==> src/hdl/scan_seq_regs.svh <==
`ifndef SCAN_SEQ_REGS_SVH
`define SCAN_SEQ_REGS_SVH

// Register offsets (byte addresses)
`define CTRL_OFS     8'h00
`define CMD_OFS      8'h04
`define CHEN_OFS     8'h08
`define DIV_OFS      8'h0C
`define STAT_OFS     8'h10
`define MASK_OFS     8'h14
`define RES_OFS      8'h20
`define RES_LAST_OFS 8'h40

// Control fields
`define CTRL_EN      0
`define CTRL_HWTRIG  1
`define CTRL_EXTCLK  2
`define CTRL_RES_LO  3
`define CTRL_RES_HI  4
`define CTRL_W       5

// Command fields
`define CMD_START    0
`define CMD_STOP     1

// Channel enable fields
`define CHEN_INJ     8
`define CHEN_W       9

// Status and mask fields
`define STAT_SCAN    0
`define STAT_BUSY    1

// Reset values
`define CTRL_RST     5'h00
`define CHEN_RST     9'h001
`define DIV_RST      8'h03
`define STAT_RST     1'h0
`define MASK_RST     1'h0

// Conversion timing in conversion clocks, and channel numbers
`define SAMPLE_CLKS  5'h04
`define CONV_EXTRA   5'h02
`define NO_CHAN      4'h9
`define INJ_CHAN     4'h8

// Host timing
`define CLK_MHZ      40
`define SETTLE_NS    10000
`define SETTLE_CYC   ((`SETTLE_NS * `CLK_MHZ + 999) / 1000)
`define TRIG_HIGH    2'h2
`define EXT_DIV_RST  8'h03

`endif

==> src/hdl/scan_seq_pkg.sv <==
package scan_seq_pkg;

    typedef enum logic [1:0] {
        SEQ_IDLE    = 2'b00,
        SEQ_SAMPLE  = 2'b01,
        SEQ_CONVERT = 2'b10
    } seq_state_t;

    typedef enum logic [1:0] {
        RES_12 = 2'b00,
        RES_10 = 2'b01,
        RES_8  = 2'b10
    } res_sel_t;

    typedef struct packed {
        logic [7:0] cnt;
        logic       extPrev;
        logic       tick;
    } tick_state_t;

    typedef struct packed {
        seq_state_t        st;
        logic [3:0]        chan;
        logic [4:0]        cnt;
        logic [4:0]        ctrl;
        logic [8:0]        chEn;
        logic [7:0]        div;
        logic              status;
        logic              mask;
        logic              pend;
        logic              trigPrev;
        logic              sampleDone;
        logic              scanComplete;
        logic              irq;
        logic [31:0]       rdData;
        logic [8:0][11:0]  res;
    } dev_state_t;

    typedef struct packed {
        logic [9:0] settleCnt;
        logic       settled;
        logic       trigHold;
        logic [1:0] trigCnt;
        logic       scanTrig;
        logic [7:0] divCnt;
        logic       extClk;
        logic       sdPrev;
        logic       scPrev;
        logic       muxFree;
        logic [3:0] muxSel;
        logic       scanDone;
    } host_state_t;

endpackage

==> src/hdl/scan_seq_if.sv <==
`timescale 1ns/1ps
`default_nettype none

interface scan_seq_if;
    logic       scanTrig;
    logic       extConvClk;
    logic       sampleDone;
    logic       scanComplete;
    logic [3:0] chanSel;

    modport dev (
        input  scanTrig,
        input  extConvClk,
        output sampleDone,
        output scanComplete,
        output chanSel
    );

    modport ext (
        output scanTrig,
        output extConvClk,
        input  sampleDone,
        input  scanComplete,
        input  chanSel
    );
endinterface

`default_nettype wire

==> src/hdl/conv_tick_gen.sv <==
`timescale 1ns/1ps
`default_nettype none

module conv_tick_gen #(
    parameter int DW = 8
) (
    input  wire logic          clk,
    input  wire logic          rst_n,
    input  wire logic          useExt,
    input  wire logic [DW-1:0] divisor,
    input  wire logic          extClk,
    output logic               tick
);
    scan_seq_pkg::tick_state_t s;
    scan_seq_pkg::tick_state_t n;

    always_comb begin
        n = s;
        n.extPrev = extClk;
        n.tick = 1'b0;
        if (useExt) begin
            // Pin is sampled, so it must run below half of clk
            n.tick = extClk & ~s.extPrev;
            n.cnt = 8'h00;
        end else if (s.cnt >= 8'(divisor)) begin
            n.cnt = 8'h00;
            n.tick = 1'b1;
        end else begin
            n.cnt = s.cnt + 8'h01;
        end
    end

    always_ff @(posedge clk or negedge rst_n) begin
        if (!rst_n) begin
            s <= '0;
        end else begin
            s <= n;
        end
    end

    assign tick = s.tick;
endmodule

`default_nettype wire

==> src/hdl/scan_seq_device.sv <==
// Chosen here: strobed register access and the address map.
`timescale 1ns/1ps
`default_nettype none
`include "scan_seq_regs.svh"

// Summary of operation
// - Trigger rising edge starts one scan
// - First trigger edge 10 us after start
// - Sample done high one conversion clock
// - Mux may switch after sampling ends
// - Scan complete rises when results readable
// - Scan complete drives interrupt and pin
// - Free running scans until stop command
// - Firmware start command starts one scan
// - Up to eight channels, own results
// - Injection channel enabled by firmware
// - Resolution selectable 8, 10, 12 bits
// - Up to 1 Msps at 12 bits
// - Internal conversion clock 1 to 18 MHz
// - Unbypassed reference limits clock 3 MHz
// - External source uses clock input pin
module scan_seq_device #(
    parameter int DIV_W = 8
) (
    input  wire logic        clk,
    input  wire logic        rst_n,
    scan_seq_if.dev          io,
    input  wire logic [7:0]  regAddr,
    input  wire logic [31:0] regWrData,
    input  wire logic        regWrEn,
    input  wire logic        regRdEn,
    output logic      [31:0] regRdData,
    output logic             irq,
    input  wire logic [11:0] convData
);
    scan_seq_pkg::dev_state_t s;
    scan_seq_pkg::dev_state_t n;

    logic       tick;
    logic       enabled;
    logic       hwMode;
    logic       wrChen;
    logic [3:0] firstChan;
    logic [3:0] nextChan;
    logic [4:0] convLast;
    logic [3:0] rdIdx;
    scan_seq_pkg::res_sel_t resSel;

    function automatic logic [3:0] pick_chan(input logic [8:0] m, input logic [3:0] from);
        logic [3:0] r;
        r = `NO_CHAN;
        for (int i = 8; i >= 0; i--) begin
            if (m[i] && (4'(i) >= from)) begin
                r = 4'(i);
            end
        end
        return r;
    endfunction

    // Conversion clock from divider or pin
    conv_tick_gen #(
        .DW(DIV_W)
    ) u_conv_tick_gen (
        .clk    (clk),
        .rst_n  (rst_n),
        .useExt (s.ctrl[`CTRL_EXTCLK]),
        .divisor(DIV_W'(s.div)),
        .extClk (io.extConvClk),
        .tick   (tick)
    );

    assign enabled   = s.ctrl[`CTRL_EN];
    assign hwMode    = s.ctrl[`CTRL_HWTRIG];
    assign resSel    = scan_seq_pkg::res_sel_t'(s.ctrl[`CTRL_RES_HI:`CTRL_RES_LO]);
    assign wrChen    = regWrEn && (regAddr == `CHEN_OFS);
    assign firstChan = pick_chan(s.chEn, 4'h0);
    assign nextChan  = pick_chan(s.chEn, s.chan + 4'h1);
    assign rdIdx     = 4'((regAddr - `RES_OFS) >> 2);

    // Bit cycle count follows resolution
    always_comb begin
        case (resSel)
            scan_seq_pkg::RES_10: convLast = 5'h0A + `CONV_EXTRA - 5'h01;
            scan_seq_pkg::RES_8:  convLast = 5'h08 + `CONV_EXTRA - 5'h01;
            default:              convLast = 5'h0C + `CONV_EXTRA - 5'h01;
        endcase
    end

    always_comb begin
        n = s;

        // Register writes
        if (regWrEn) begin
            case (regAddr)
                `CTRL_OFS: begin
                    n.ctrl = regWrData[`CTRL_W-1:0];
                end
                `CMD_OFS: begin
                    if (regWrData[`CMD_START] && hwMode) begin
                        n.pend = 1'b1;
                    end
                    if (regWrData[`CMD_STOP]) begin
                        n.ctrl[`CTRL_EN] = 1'b0;
                    end
                end
                `CHEN_OFS: begin
                    n.chEn = regWrData[`CHEN_W-1:0];
                end
                `DIV_OFS: begin
                    n.div = regWrData[7:0];
                end
                `STAT_OFS: begin
                    n.status = s.status & ~regWrData[`STAT_SCAN];
                end
                `MASK_OFS: begin
                    n.mask = regWrData[`STAT_SCAN];
                end
                default: begin
                end
            endcase
        end

        // Read data stands one cycle only
        n.rdData = 32'h0000_0000;
        if (regRdEn) begin
            case (regAddr)
                `CTRL_OFS: n.rdData = 32'(s.ctrl);
                `CHEN_OFS: n.rdData = 32'(s.chEn);
                `DIV_OFS:  n.rdData = 32'(s.div);
                `STAT_OFS: n.rdData = 32'({s.st != scan_seq_pkg::SEQ_IDLE, s.status});
                `MASK_OFS: n.rdData = 32'(s.mask);
                default: begin
                    if (regAddr >= `RES_OFS && regAddr <= `RES_LAST_OFS && regAddr[1:0] == 2'h0) begin
                        n.rdData = 32'(s.res[rdIdx]);
                    end
                end
            endcase
        end

        // Trigger edge, latched once while busy
        n.trigPrev = io.scanTrig;
        if (io.scanTrig && !s.trigPrev && hwMode && enabled) begin
            n.pend = 1'b1;
        end
        if (!enabled || !hwMode) begin
            n.pend = 1'b0;
        end

        if (tick) begin
            n.sampleDone   = 1'b0;
            n.scanComplete = 1'b0;
            case (s.st)
                scan_seq_pkg::SEQ_IDLE: begin
                    if (enabled && (hwMode ? s.pend : 1'b1) && firstChan != `NO_CHAN) begin
                        n.pend = 1'b0;
                        n.chan = firstChan;
                        n.cnt  = 5'h00;
                        n.st   = scan_seq_pkg::SEQ_SAMPLE;
                    end
                end
                scan_seq_pkg::SEQ_SAMPLE: begin
                    n.cnt = s.cnt + 5'h01;
                    if (s.cnt == `SAMPLE_CLKS - 5'h01) begin
                        // Input no longer needed, mux is free
                        n.sampleDone = 1'b1;
                        n.cnt = 5'h00;
                        n.st  = scan_seq_pkg::SEQ_CONVERT;
                    end
                end
                scan_seq_pkg::SEQ_CONVERT: begin
                    n.cnt = s.cnt + 5'h01;
                    if (s.cnt == convLast) begin
                        case (resSel)
                            scan_seq_pkg::RES_10: n.res[s.chan] = {2'h0, convData[11:2]};
                            scan_seq_pkg::RES_8:  n.res[s.chan] = {4'h0, convData[11:4]};
                            default:              n.res[s.chan] = convData;
                        endcase
                        // Injection is one-shot; a new enable wins
                        if (s.chan == `INJ_CHAN && !wrChen) begin
                            n.chEn[`CHEN_INJ] = 1'b0;
                        end
                        n.cnt = 5'h00;
                        if (nextChan != `NO_CHAN) begin
                            n.chan = nextChan;
                            n.st   = scan_seq_pkg::SEQ_SAMPLE;
                        end else begin
                            // Result already in array at this edge
                            n.scanComplete = 1'b1;
                            n.status = 1'b1;
                            n.st = scan_seq_pkg::SEQ_IDLE;
                        end
                    end
                end
                default: begin
                    n.st = scan_seq_pkg::SEQ_IDLE;
                end
            endcase
        end

        n.irq = n.status & n.mask;
    end

    always_ff @(posedge clk or negedge rst_n) begin
        if (!rst_n) begin
            s        <= '0;
            s.ctrl   <= `CTRL_RST;
            s.chEn   <= `CHEN_RST;
            s.div    <= `DIV_RST;
            s.status <= `STAT_RST;
            s.mask   <= `MASK_RST;
        end else begin
            s <= n;
        end
    end

    // Outputs straight from state flops
    assign io.sampleDone   = s.sampleDone;
    assign io.scanComplete = s.scanComplete;
    assign io.chanSel      = s.chan;
    assign regRdData       = s.rdData;
    assign irq             = s.irq;
endmodule

`default_nettype wire

==> src/flat_wrapper.sv <==
// flat-port wrapper written by rule: the top's interface ports become plain ports
module scan_seq_device_flat 
#(
    parameter int DIV_W = 8
)
  (clk, rst_n, regAddr, regWrData, regWrEn, regRdEn, regRdData, irq, convData, io_scanTrig, io_extConvClk, io_sampleDone, io_scanComplete, io_chanSel);
  scan_seq_if io_i ();
  input  wire logic clk;
  input  wire logic rst_n;
  input  wire logic [7:0] regAddr;
  input  wire logic [31:0] regWrData;
  input  wire logic regWrEn;
  input  wire logic regRdEn;
  output logic      [31:0] regRdData;
  output logic irq;
  input  wire logic [11:0] convData;
  input wire logic [$bits(io_i.scanTrig)-1:0] io_scanTrig;
  input wire logic [$bits(io_i.extConvClk)-1:0] io_extConvClk;
  output wire logic [$bits(io_i.sampleDone)-1:0] io_sampleDone;
  output wire logic [$bits(io_i.scanComplete)-1:0] io_scanComplete;
  output wire logic [$bits(io_i.chanSel)-1:0] io_chanSel;
  assign io_i.scanTrig = io_scanTrig;
  assign io_i.extConvClk = io_extConvClk;
  assign io_sampleDone = io_i.sampleDone;
  assign io_scanComplete = io_i.scanComplete;
  assign io_chanSel = io_i.chanSel;
  scan_seq_device #(.DIV_W(DIV_W)) u_core (.clk(clk), .rst_n(rst_n), .io(io_i), .regAddr(regAddr), .regWrData(regWrData), .regWrEn(regWrEn), .regRdEn(regRdEn), .regRdData(regRdData), .irq(irq), .convData(convData));
endmodule
==> config.mk <==
export PLATFORM = sky130hd
export DESIGN_NAME = scan_seq_device_flat
export DESIGN_NICKNAME = d
export VERILOG_FILES = /design/src/hdl/scan_seq_pkg.sv /design/src/hdl/scan_seq_if.sv /design/src/hdl/conv_tick_gen.sv /design/src/hdl/scan_seq_device.sv /design/src/flat_wrapper.sv
export VERILOG_INCLUDE_DIRS = /design/src /design/src/hdl
export SDC_FILE = /design/constraint.sdc
export NUM_CORES = 1
export LEC_CHECK = 0
export BUFFER_PORTS_ARGS = -buffer_cell sky130_fd_sc_hd__buf_2
export CAP_MARGIN = 20
export CORE_MARGIN = 1.5
export CORE_UTILIZATION = 55
export CTS_BUF_LIST = sky130_fd_sc_hd__clkbuf_16
export DETAILED_ROUTE_END_ITERATION = 10
export PLACE_DENSITY = 0.8
export SYNTH_ARGS = -nofsm -noshare
export SYNTH_HDL_FRONTEND = slang
export SYNTH_SLANG_ARGS = --single-unit
==> constraint.sdc <==
create_clock -name clk -period 2.9 [get_ports clk]
set_input_delay 0.435 -clock clk [delete_from_list [all_inputs] [get_ports clk]]
set_output_delay 0.435 -clock clk [all_outputs]
set_load 0.05 [all_outputs]
## After elaboration in Yosys (flattened, before gate mapping)

Cells that the tools add are included.

- Muxes and demuxes: 71
- $add $sub $neg: 4
- $lt $le $gt $ge: 15
- Bitwise gates (word level): 5
- Reductions and logical operators: 40
- Eq/ne operators: 19

Operators with widths:

| kind | count |
|---|---|
| $bwmux W108 | 3 |
| $pmux W108 S2 | 1 |
| $mux W4 | 17 |
| $pmux W12 S5 | 1 |
| $bmux W12 S4 | 1 |
| $demux W12 S4 | 1 |
| $mux W12 | 3 |
| $mux W32 | 1 |
| $mux W1 | 29 |
| $mux W8 | 3 |
| $mux W11 | 2 |
| $logic_and A1 B1 Y1 | 20 |
| $mux W20 | 1 |
| $eq A8 B4 Y1 const B | 2 |
| $eq A8 B5 Y1 const B | 2 |
| $ge A3 B4 Y1 const A | 4 |
| $pmux W5 S3 | 1 |
| $lt A4 B5 Y1 const B | 2 |
| $mux W9 | 1 |
| $reduce_and A3 Y1 | 3 |
| $add A8 B1 Y8 const B | 1 |
| $eq A8 B3 Y1 const B | 1 |
| $ge A1 B4 Y1 const A | 2 |
| $ge A2 B4 Y1 const A | 2 |
| 33 further kinds | 50 |

- Input bits: 58
- Output and inout port bits: 39
- Register bits: 190

## Longest topological paths before layout

Gate-level depths: netlist of run 1.

- Depth in word-level cells: 18
- Depth in mapped cells: 11

## Modules after synthesis

From an unflattened synthesis of run 1, not the netlist that was laid out.

- Cells, all modules: 923
- Area, all modules: 9248.9 um^2

Modules (own cells, without submodules):

| module | area each (um^2) | cells each | instances |
|---|---|---|---|
| scan_seq_device | 8615.8 | 864 | 1 |
| conv_tick_gen | 633.1 | 59 | 1 |

## Worst setup path before layout of run 1

Ideal clock, no wire load.

- Path kind: register -> register
- From: reg u_core.s, in the netlist u_core.resSel[0]
- To: reg (tool-made name)
- Path slack: 576 ps
- Library setup time: 122 ps
- Buffers on the path: 3
- Data arrival time: 2202 ps
- Stages on the path, launching flop included: 12
- Required time: 2778 ps
- Period minus slack after synthesis: 2324 ps
- Cell sequence: dfrtp_1 inv_1 ha_1 buf_2 xor2_1 nor4_2 and2_4 nand2_4 buf_6 buf_6 a21o_1 a32o_1

RTL lines:

| item | RTL line | RTL |
|---|---|---|
| start: declaration | scan_seq_device.sv:36 | `scan_seq_pkg::dev_state_t s;` |
| start signal: assignment | scan_seq_device.sv:212 | `s <= n;` |

==> impl_metrics.env, run 1 <==
export IMPL_status="complete, no violations"
export IMPL_ir_worst_vdd_mv=0.406
export IMPL_netlist_area_um2=10500
export IMPL_io_pins=97
export IMPL_fp_dieH_um=141
export IMPL_dp_slack_ns=0.183
export IMPL_areaGrowthSynthToFinish_pct=8.97
export IMPL_max_freq_mhz=361
export IMPL_cp_start_kind="flip-flop"
export IMPL_most_common_layout_cells="dfrtp_1 (166), o21ai_0 (138), nor2_1 (104), nand2_1 (71), buf_2 (52)"
export IMPL_yosysTopAreaCell="dfrtp_1"
export IMPL_cts_sinks=170
export IMPL_yosysWarnings=0
export IMPL_end_kind="flip-flop"
export IMPL_critPathKind="reg2reg"
export IMPL_gr_total_overflow=0
export IMPL_async_flop_share_pct=100
export IMPL_p_leak_nw=4.80
export IMPL_gp_congestion=0.896
export IMPL_drtIter0Drc=1219
export IMPL_clockBufferDepth=2
export IMPL_synth_area_per_cell_um2=9.66
export IMPL_grt_pass1_wl_um=46700
export IMPL_postCtsSetupBuffers=0
export IMPL_vias=9172
export IMPL_synthCells=1085
export IMPL_clkTransAtPathRegs_ns=0.07
export IMPL_cap_violations=0
export IMPL_yosys_register_bits=170
export IMPL_final_common_cell="dfrtp_1"
export IMPL_hold_violations=0
export IMPL_p_total_mw=6.15
export IMPL_num_fill_cells=1536
export IMPL_crit_fanout=23
export IMPL_drv_slew=0
export IMPL_wl_per_cell_um=21.9
export IMPL_setup_tns_ns=0
export IMPL_fp_row_count=50
export IMPL_core_um2=18700
export IMPL_drc=0
export IMPL_drt_first_pass_iters=5
export IMPL_power_density_nw_per_um2=539
export IMPL_cts_tree="yes"
export IMPL_fin_skew_ns=0.00888
export IMPL_numCtsBuffers=17
export IMPL_antenna_cells=0
export IMPL_dieWidth_um=141
export IMPL_multi_input_area_um2=5530
export IMPL_worstMarginPinSlew_ns=0.610
export IMPL_rsz0062_at_grt="no"
export IMPL_htreeDepth=4
export IMPL_drt_total_wl_um=29400
export IMPL_layout_drive_gt1_share_pct=20.2
export IMPL_fin_crit_sh_pct=95.6
export IMPL_io_buffers=53
export IMPL_start_util_pct=56.0
export IMPL_synthTopCellsByArea="dfrtp_1 (40%), o21ai_0 (6.6%), mux4_2 (5.2%), nor2_1 (3.8%), mux2_2 (3.7%)"
export IMPL_cts_root_buf="clkbuf_16"
export IMPL_setup_viol=0
export IMPL_dp_hpwl_um=20200
export IMPL_grtUsageTotal_pct=30.0
export IMPL_die_area_um2=19900
export IMPL_worst_slack_ns=0.127
export IMPL_cp_data_arrival_time_ns=3.08
export IMPL_period_minus_slack_ns=2.77
export IMPL_grt_pass1_vias=8671
export IMPL_final_seq_area_um2=4260
export IMPL_synth_cell_type_count=80
export IMPL_relSlewSlack_pct=59.3
export IMPL_nets=1178
export IMPL_viasPerCell=6.82
export IMPL_min_delay_path_class="in2reg"
export IMPL_antenna_found_initial=0
export IMPL_yosysSeqAreaShare_pct=40.6
export IMPL_synth_edff_count=0
export IMPL_ant_nets=0
export IMPL_grt_max_degree=73
export IMPL_clkLatencyLatePin_ns=0.43
export IMPL_synth_top_area_share_pct=39.9
export IMPL_critical_path_required_ns=3.21
export IMPL_synth_main_ff_cell="dfrtp_1"
worst paths after layout:
path,cells past startpoint,slack [ns],from,endpoint
worst min-delay path,1,0.13,io_scanTrig,u_core.s[143]$_DFF_PN0_
min in group asynchronous,2,0.51,rst_n,async pin
worst max register to register,9,0.13,u_core.resSel[0]$_DFFE_PN0P_,flip-flop
worst max-delay path,9,0.13,u_core.resSel[0]$_DFFE_PN0P_,flip-flop
worst min register to register,1,0.48,u_core.io.sampleDone$_DFFE_PN0P_,u_core.io.sampleDone$_DFFE_PN0P_
max in group asynchronous,3,1.63,rst_n,u_core.s[155]$_DFFE_PN1P_
cell families after synthesis:
logic type	count (synthesis)	share of synthesized area [%]
flops	170	40.6
buf+inv	153	7.34
mux	70	10.1
other cells	1	0.0358
compound gates	402	26.7
xor+xnor	12	1.00
fa+ha+maj	23	2.75
simple gates	254	11.5
metal layers:
metal / part of all wire [%] / vias to the layer above / track usage, %
met4: 3.0 / 0 / 12.7
met5: 0 / - / 0
met2: 47 / 604 / 46.6
met1: 41 / 4482 / 41.4
li1: - / 4012 / -
met3: 9.7 / 74 / 5.67
synthesized netlist by cell type, types with 4 or more instances:
cell,instances
a22o_1,36
a21o_1,11
ha_1,23
nor2_1,105
nor3_1,5
mux4_2,24
o21a_1,18
nor2b_1,8
a32o_1,11
a41oi_1,4
xor2_1,9
nand3_1,23
nor2_2,4
buf_1,8
a31oi_1,26
o21ai_1,4
o21ai_0,138
o32a_1,4
o211ai_1,8
o221ai_1,11
buf_2,15
a22oi_1,25
dfrtp_1,167
inv_1,29
mux2i_1,10
o311ai_0,9
mux2_2,34
a21oi_1,23
nand2_1,71
nand2b_1,7
o22a_1,23
buf_4,41
and2_1,5
o22ai_1,11
clkbuf_1,57
o2111ai_1,7
area by class of cell:
cell class / count / area share (%)
Multi-Input combinational cell: 781 / 48.4
Sequential cell: 170 / 37.3
Timing Repair Buffer: 98 / 5.75
Clock buffer: 17 / 3.73
Tap cell: 234 / 2.56
Clock inverter: 15 / 1.25
Inverter: 29 / 0.953
what timing repair did:
| item | CTS | global route |
|---|---|---|
| hold endpoints to repair | 44 | 0 |
| endpoints found under the setup margin | 0 | 2 |
| hold buffers | 1 | 0 |
| gates resized for setup | 0 | 2 |
where the power goes:
group	switching [mW]	internal [mW]	total, mW	leakage (nW)
sequential	0.115	2.44	2.56	2.20
clock	1.05	1.20	2.24	0.264
combinational	0.906	0.438	1.34	2.34
through the flow:
stage | hold WS (ns) | std cells | area (um2) | utilization (%)
6_report | 0.126 | 1344 | 11400 | 61.0
5_1_grt | 0.115 | 1344 | 11400 | 61.0
4_1_cts | 0.117 | 1344 | 11400 | 61.0
3_5_place_dp | 0.403 | 1311 | 10800 | 57.9
3_3_place_gp | 0.401 | 1310 | 10800 | 57.8
2_1_floorplan | 0.139 | 1104 | 10500 | -
worst max-delay path, stage by stage (launching register included):
cell,delay [ns]
dfrtp_1,0.44
inv_1,0.07
ha_2,0.31
xor2_1,0.18
nor4_2,0.35
and2_4,0.25
nand2_4,0.23
nor2_2,0.30
nor2_1,0.15
o32a_1,0.37
Note: power is estimated with default switching activity, not from simulation.
==> inputs of run 2 (changes only) <==
--- a/config.mk
+++ b/config.mk
@@ -8,11 +8,12 @@
 export LEC_CHECK = 0
 export BUFFER_PORTS_ARGS = -buffer_cell sky130_fd_sc_hd__buf_2
 export CAP_MARGIN = 20
-export CORE_MARGIN = 1.5
+export CORE_MARGIN = 2
 export CORE_UTILIZATION = 55
 export CTS_BUF_LIST = sky130_fd_sc_hd__clkbuf_16
 export DETAILED_ROUTE_END_ITERATION = 10
 export PLACE_DENSITY = 0.8
+export REMOVE_ABC_BUFFERS = 1
 export SYNTH_ARGS = -nofsm -noshare
 export SYNTH_HDL_FRONTEND = slang
 export SYNTH_SLANG_ARGS = --single-unit
==> run 2 against run 1 <==
Non-clock buffer count fell by 6. Final cell count fell by 0.45%. Global-route usage fell by 0.89 points. Cell area barely moved. Wire length fell by 2.3%. Clock power rose by 5%. Power rose by 1.2%. Die area rose by 1.4%. Worst setup slack improved by 0.13 ns. Largest power group unchanged. Utilization barely moved.
==> impl_metrics.env, run 2 (synthesis gave the netlist of run 1 again) <==
export IMPL_multi_input_area_um2=5530
export IMPL_final_seq_area_um2=4260
export IMPL_num_fill_cells=1518
export IMPL_p_leak_nw=4.80
export IMPL_worstRegToRegCells=9
export IMPL_vias=9060
export IMPL_clockBufferDepth=2
export IMPL_cts_hold_buf=0
export IMPL_drt_total_wl_um=28700
export IMPL_max_freq_mhz=378
export IMPL_final_common_cell="dfrtp_1"
export IMPL_nets=1172
export IMPL_relSlewSlack_pct=53.6
export IMPL_ff2ff_setup_slack_ns=0.26
export IMPL_ir_worst_vdd_mv=0.424
export IMPL_postCtsSetupBuffers=0
export IMPL_power_density_nw_per_um2=546
export IMPL_fp_dieH_um=142
export IMPL_worstMarginPinSlew_ns=0.696
export IMPL_die_area_um2=20200
export IMPL_cts_sinks=170
export IMPL_grt_max_degree=73
export IMPL_io_pins=97
export IMPL_rr_startpoint="u_core.resSel[0]$_DFFE_PN0P_"
export IMPL_clkLatencyLatePin_ns=0.43
export IMPL_dieWidth_um=142
export IMPL_ctsResizeCount=0
export IMPL_setup_viol=0
export IMPL_cts_root_buf="clkbuf_16"
export IMPL_io_buffers=53
export IMPL_min_delay_path_class="in2async"
export IMPL_core_um2=18700
export IMPL_cap_violations=0
export IMPL_fp_row_count=50
export IMPL_drtIter0Drc=1131
export IMPL_drc=0
export IMPL_grt_pass1_vias=8866
export IMPL_fin_crit_sh_pct=91.1
export IMPL_hold_worst_slack_ns=0.0298
export IMPL_cp_start_kind="flip-flop"
export IMPL_antenna_found_initial=0
export IMPL_rsz0062_at_grt="no"
export IMPL_cp_data_arrival_time_ns=2.98
export IMPL_ant_nets=0
export IMPL_numCtsBuffers=17
export IMPL_start_util_pct=56.0
export IMPL_status="complete, no violations"
export IMPL_drt_first_pass_iters=6
export IMPL_period_minus_slack_ns=2.64
export IMPL_grt_pass1_wl_um=46200
export IMPL_gr_total_overflow=0
export IMPL_clkTransAtPathRegs_ns=0.06
export IMPL_antenna_cells=0
export IMPL_gp_congestion=0.921
export IMPL_fin_skew_ns=0.00739
export IMPL_crit_slowest_cell="dfrtp_1"
export IMPL_hold_violations=0
export IMPL_critPathKind="reg2reg"
export IMPL_viasPerCell=6.77
export IMPL_crit_fanout=29
export IMPL_wl_per_cell_um=21.4
export IMPL_end_kind="flip-flop"
export IMPL_drv_slew=0
export IMPL_grtUsageTotal_pct=29.1
export IMPL_most_common_layout_cells="dfrtp_1 (167), o21ai_0 (138), nor2_1 (104), nand2_1 (71), buf_2 (52)"
export IMPL_fin_util_pct=61.0
export IMPL_dp_cells=1306
export IMPL_htreeDepth=4
export IMPL_place_area_um2=10800
export IMPL_cts_tree="yes"
export IMPL_layout_drive_gt1_share_pct=19.7
export IMPL_setup_tns_ns=0
export IMPL_areaGrowthSynthToFinish_pct=8.90
export IMPL_crit_chain="inv_1 > ha_2 > xor2_1 > nor4_2 > nand2_1 > nor2_2 > buf_12 > nand2_1 > o21ai_0"
export IMPL_crit_top_cell="nand2_1"
export IMPL_cpPeakStageDelay_ns=0.42
export IMPL_dp_hpwl_um=19800
export IMPL_fin_area_um2=11400
export IMPL_stdcell_count=1338
export IMPL_critical_path_required_ns=3.23
==> run 2: changes by cell type in the layout (fill, tap and decap cells not counted) <==
cell / previous run / this run
buf_4: 40 / 35
dfrtp_2: 1 / 0
inv_8: 2 / 0
ha_2: 2 / 1
buf_16: 0 / 1
buf_8: 1 / 0
dfrtp_1: 166 / 167
bufinv_16: 1 / 3
dlygate4sd3_1: 1 / 0
clkinvlp_4: 5 / 4
clkinv_2: 1 / 3
clkinv_4: 2 / 1
ha_1: 21 / 22
==> run 2: worst max-delay path by stage <==
stage                                 start                             to  slack, ns  cells past startpoint
2_1_floorplan  u_core.resSel[0]$_DFFE_PN0P_                      flip-flop      -1.07                      9
5_1_grt        u_core.resSel[0]$_DFFE_PN0P_                      flip-flop       0.01                     10
3_5_place_dp   u_core.resSel[0]$_DFFE_PN0P_                      flip-flop       0.30                      9
4_1_cts        u_core.resSel[0]$_DFFE_PN0P_                      flip-flop       0.29                      9
6_report       u_core.resSel[0]$_DFFE_PN0P_                      flip-flop       0.26                      9
3_3_place_gp                     regAddr[2]  u_core.regRdData[8]$_DFF_PN0_       0.35                      7
==> run 2: through the flow <==
step                worst slack, ns  power [mW]
detailed placement            0.299        3.89
global route                 0.0141        6.49
finish                        0.258        6.22
global placement              0.352        3.85
floorplan                     -1.07        3.42
CTS                           0.292        6.23
==> run 2: critical path, delay by kind of cell, from the launching register on <==
family / cells / cell delay, ns
AO/OA/AOI/OAI: 1 / 0.26
XOR/XNOR: 1 / 0.19
adder cells (fa/ha/maj): 1 / 0.34
AND/OR/NAND/NOR: 4 / 1.02
buffers and inverters: 2 / 0.30
flip-flops: 1 / 0.42
==> run 2: where the power goes <==
part | total, mW | switching [mW] | internal [mW]
registers | 2.56 | 0.113 | 2.44
logic | 1.32 | 0.890 | 0.431
clock network | 2.35 | 0.990 | 1.36
total | 6.22 | 1.99 | 4.23
==> run 2: layout make-up <==
| cell class | count | share of cell area [%] |
|---|---|---|
| multi-input cells | 781 | 48.5 |
| clock buffers | 17 | 3.73 |
| flip-flops and latches | 170 | 37.3 |
| inverters | 29 | 0.954 |
| well taps | 234 | 2.57 |
| repair buffers | 92 | 5.45 |
| clock inverters | 15 | 1.52 |
==> run 2: metal layers <==
| metal | GRT usage, % | wire length (um) | vias up |
|---|---|---|---|
| met5 | 0 | 0 | - |
| met4 | 10.7 | 792 | 0 |
| met3 | 5.55 | 2350 | 85 |
| met2 | 47.2 | 13800 | 513 |
| met1 | 39.1 | 11800 | 4466 |
| li1 | - | - | 3996 |
==> inputs of run 3 (changes only) <==
--- a/config.mk
+++ b/config.mk
@@ -16,4 +16,5 @@
 export REMOVE_ABC_BUFFERS = 1
 export SYNTH_ARGS = -nofsm -noshare
 export SYNTH_HDL_FRONTEND = slang
+export SYNTH_HIERARCHICAL = 1
 export SYNTH_SLANG_ARGS = --single-unit
==> run 3 against run 2 <==
Maximum frequency fell by 3.3%. Die area fell by 11%. Power rose by 7.3%. Via count fell by 18%. First-iteration DRC count fell by 1.5%. Count of clock-buffer cells in the layout did not move. Critical path type unchanged. Largest cell class unchanged. Wire length fell by 16%. Non-clock buffer count fell by 9. Sequential share of layout area rose by 3.9 points.
==> impl_metrics.env, run 3 <==
export IMPL_status="complete, no violations"
export IMPL_antenna_cells=0
export IMPL_hold_violations=0
export IMPL_dp_cells=1161
export IMPL_yosysTopAreaCell="dfrtp_1"
export IMPL_clkPwrFrac_pct=36.4
export IMPL_clkLatencyLatePin_ns=0.43
export IMPL_swShare_pct=33.0
export IMPL_critical_path_required_ns=3.22
export IMPL_ant_nets=0
export IMPL_p_total_mw=6.68
export IMPL_htreeDepth=4
export IMPL_yosys_register_bits=170
export IMPL_power_density_nw_per_um2=647
export IMPL_ir_worst_vdd_mv=0.422
export IMPL_synth_top_family_by_area="compound AO/OA/AOI/OAI gates"
export IMPL_crit_fanout=6
export IMPL_core_um2=16500
export IMPL_netlist_area_um2=9250
export IMPL_p_leak_nw=4.61
export IMPL_critPathKind="reg2reg"
export IMPL_synthAdderAreaFrac_pct=2.84
export IMPL_cts_sinks=170
export IMPL_synth_edff_count=0
export IMPL_cts_tree="yes"
export IMPL_crit_chain="inv_1 > ha_1 > nand2b_1 > a31oi_1 > o21ai_0 > a221oi_1 > a311oi_4 > mux2_4"
export IMPL_synth_compound_area_share_pct=19.5
export IMPL_synthXorXnorAreaFrac_pct=1.04
export IMPL_synth_area_per_cell_um2=10.0
export IMPL_io_buffers=53
export IMPL_numCtsBuffers=17
export IMPL_setup_viol=0
export IMPL_async_flop_share_pct=100
export IMPL_p_seq_share_pct=39.2
export IMPL_cp_data_arrival_time_ns=3.05
export IMPL_dp_slack_ns=0.106
export IMPL_clkTransAtPathRegs_ns=0.07
export IMPL_worst_slack_ns=0.168
export IMPL_yosysMostFrequentCell="dfrtp_1"
export IMPL_cap_violations=0
export IMPL_synth_common_cells="dfrtp_1 (167), o21ai_0 (143), nand2_1 (127), nor2_1 (44), buf_4 (37)"
export IMPL_final_common_cell="dfrtp_1"
export IMPL_num_fill_cells=1332
export IMPL_synth_main_ff_cell="dfrtp_1"
export IMPL_power_switching_mw=2.20
export IMPL_relSlewSlack_pct=17.0
export IMPL_io_pins=97
export IMPL_drt_total_wl_um=24200
export IMPL_end_kind="flip-flop"
export IMPL_combPwrFrac_pct=24.5
export IMPL_synthTopCellsByArea="dfrtp_1 (45%), o21ai_0 (7.7%), mux4_2 (5.8%), nand2_1 (5.2%), mux2_2 (4.0%)"
export IMPL_synth_simple_area_share_pct=13.1
export IMPL_fin_skew_ns=0.00688
export IMPL_final_seq_area_um2=4260
export IMPL_crit_slowest_cell="a311oi_4"
export IMPL_fp_dieH_um=134
export IMPL_worstMarginPinSlew_ns=1.24
export IMPL_cpPeakStageDelay_ns=0.48
export IMPL_die_area_um2=17900
export IMPL_min_delay_path_class="in2reg"
export IMPL_power_internal_mw=4.47
export IMPL_crit_buf_inv=1
export IMPL_cp_start_kind="flip-flop"
export IMPL_drt_first_pass_iters=6
export IMPL_max_freq_mhz=366
export IMPL_grt_pass1_wl_um=39000
export IMPL_multi_input_area_um2=4480
export IMPL_grtUsageTotal_pct=28.2
export IMPL_grt_max_degree=61
export IMPL_rsz0062_at_grt="no"
export IMPL_layout_drive_gt1_share_pct=20.7
export IMPL_crit_family="compound AO/OA/AOI/OAI gates"
export IMPL_yosysSeqAreaShare_pct=46.0
export IMPL_grt_pass1_vias=7290
export IMPL_gp_congestion=0.920
export IMPL_setup_tns_ns=0
export IMPL_vias=7474
export IMPL_antenna_found_initial=0
export IMPL_synth_top_area_share_pct=45.2
export IMPL_period_minus_slack_ns=2.73
export IMPL_synthMuxAreaShare_pct=10.9
export IMPL_drc=0
export IMPL_synthCells=923
export IMPL_fp_row_count=47
export IMPL_fin_crit_sh_pct=94.2
export IMPL_most_common_layout_cells="dfrtp_1 (167), o21ai_0 (143), nand2_1 (127), buf_2 (52), nor2_1 (44)"
export IMPL_nets=1041
export IMPL_yosysWarnings=6
export IMPL_drtIter0Drc=1114
export IMPL_areaGrowthSynthToFinish_pct=11.6
export IMPL_dieWidth_um=134
export IMPL_synth_cell_type_count=73
export IMPL_dp_hpwl_um=16100
export IMPL_viasPerCell=6.25
export IMPL_clockBufferDepth=2
export IMPL_cts_root_buf="clkbuf_16"
export IMPL_wl_per_cell_um=20.2
export IMPL_start_util_pct=56.0
export IMPL_gr_total_overflow=0
export IMPL_stdcell_count=1195
export IMPL_drv_slew=0
[run 3: cell count changes in the layout (fill, tap and decap cells not counted), moves of 10 or more]
cell      change
a21o_1       -10
a22o_1       -28
nor2_1       -60
nand2_1      +56
o221ai_1     -11
a21oi_1      +10
a22oi_1      -15
o22a_1       -21
a31oi_1      -21
o21a_1       -15
buf_4        -10
[run 3: area by class of cell]
type | count | share of cell area, %
tap | 220 | 2.67
sequential | 170 | 41.3
clock inverter | 15 | 1.92
timing repair buffer | 83 | 5.32
clock buffer | 17 | 4.12
inverter | 37 | 1.35
multi-input combinational | 653 | 43.4
[run 3: logic make-up (layout without fill, tap and decap cells)]
group / after synthesis / after routing
adder cells (fa/ha/maj): 21 / 21
AO/OA/AOI/OAI: 282 / 282
other: 1 / 20
XOR/XNOR: 11 / 11
buffers and inverters: 119 / 152
AND/OR/NAND/NOR: 253 / 253
flip-flops: 170 / 170
multiplexers: 66 / 66
[run 3: per-layer routing]
| metal | up-vias | GRT usage [%] | part of all wire [%] |
|---|---|---|---|
| met5 | - | 0 | 0 |
| met4 | 0 | 10.6 | 2.7 |
| met3 | 60 | 5.90 | 8.4 |
| met2 | 411 | 44.8 | 48 |
| met1 | 3678 | 38.5 | 41 |
| li1 | 3325 | - | - |
[run 3: path summary, 6_finish.rpt]
kind / endpoint / cells past startpoint / slack (ns) / startpoint
max in group asynchronous: u_core/s[155]$_DFFE_PN1P_ / 3 / 1.63 / rst_n
min reg2reg: u_core/u_conv_tick_gen/s[2]$_DFF_PN0_ / 1 / 0.48 / u_core/u_conv_tick_gen/s[2]$_DFF_PN0_
min in group asynchronous: async pin / 2 / 0.54 / rst_n
max reg2reg: u_core/io.chanSel[1]$_DFFE_PN0P_ / 8 / 0.17 / u_core/io.chanSel[0]$_DFFE_PN0P_
min: u_core/u_conv_tick_gen/s[1]$_DFF_PN0_ / 1 / 0.12 / io_extConvClk
max: u_core/io.chanSel[1]$_DFFE_PN0P_ / 8 / 0.17 / u_core/io.chanSel[0]$_DFFE_PN0P_
[run 3: what timing repair did]
action / 4_1_cts / 5_1_grt
setup buffers: 0 / 0
hold buffers: 1 / 0
hold endpoints to repair: 32 / 0
endpoints found under the setup margin: 0 / 41
gates resized for setup: 0 / 3
[run 3: worst register-to-register path, cell delays in order (launching register included)]
cell and delay, ns:
dfrtp_1 0.43, inv_1 0.13, ha_1 0.44, nand2b_1 0.19, a31oi_1 0.09, o21ai_0 0.32, a221oi_1 0.20, a311oi_4 0.48
mux2_4 0.34
[run 3: power by group through the flow]
stage | logic (mW) | registers, mW | clock network, mW
detailed placement | 1.58 | 2.65 | 0
global route | 1.77 | 2.63 | 2.55
finish | 1.63 | 2.62 | 2.43
floorplan | 0.965 | 2.72 | 0
global placement | 1.56 | 2.65 | 0
CTS | 1.60 | 2.61 | 2.45
[run 3: through the flow]
stage	cell area [um2]	util (%)	hold WS (ns)
after global placement	9670	58.5	0.438
final	10300	62.5	0.116
after CTS	10300	62.3	0.111
after detailed placement	9670	58.5	0.442
after floorplan	8860	-	0.139
after global routing	10300	62.5	0.112
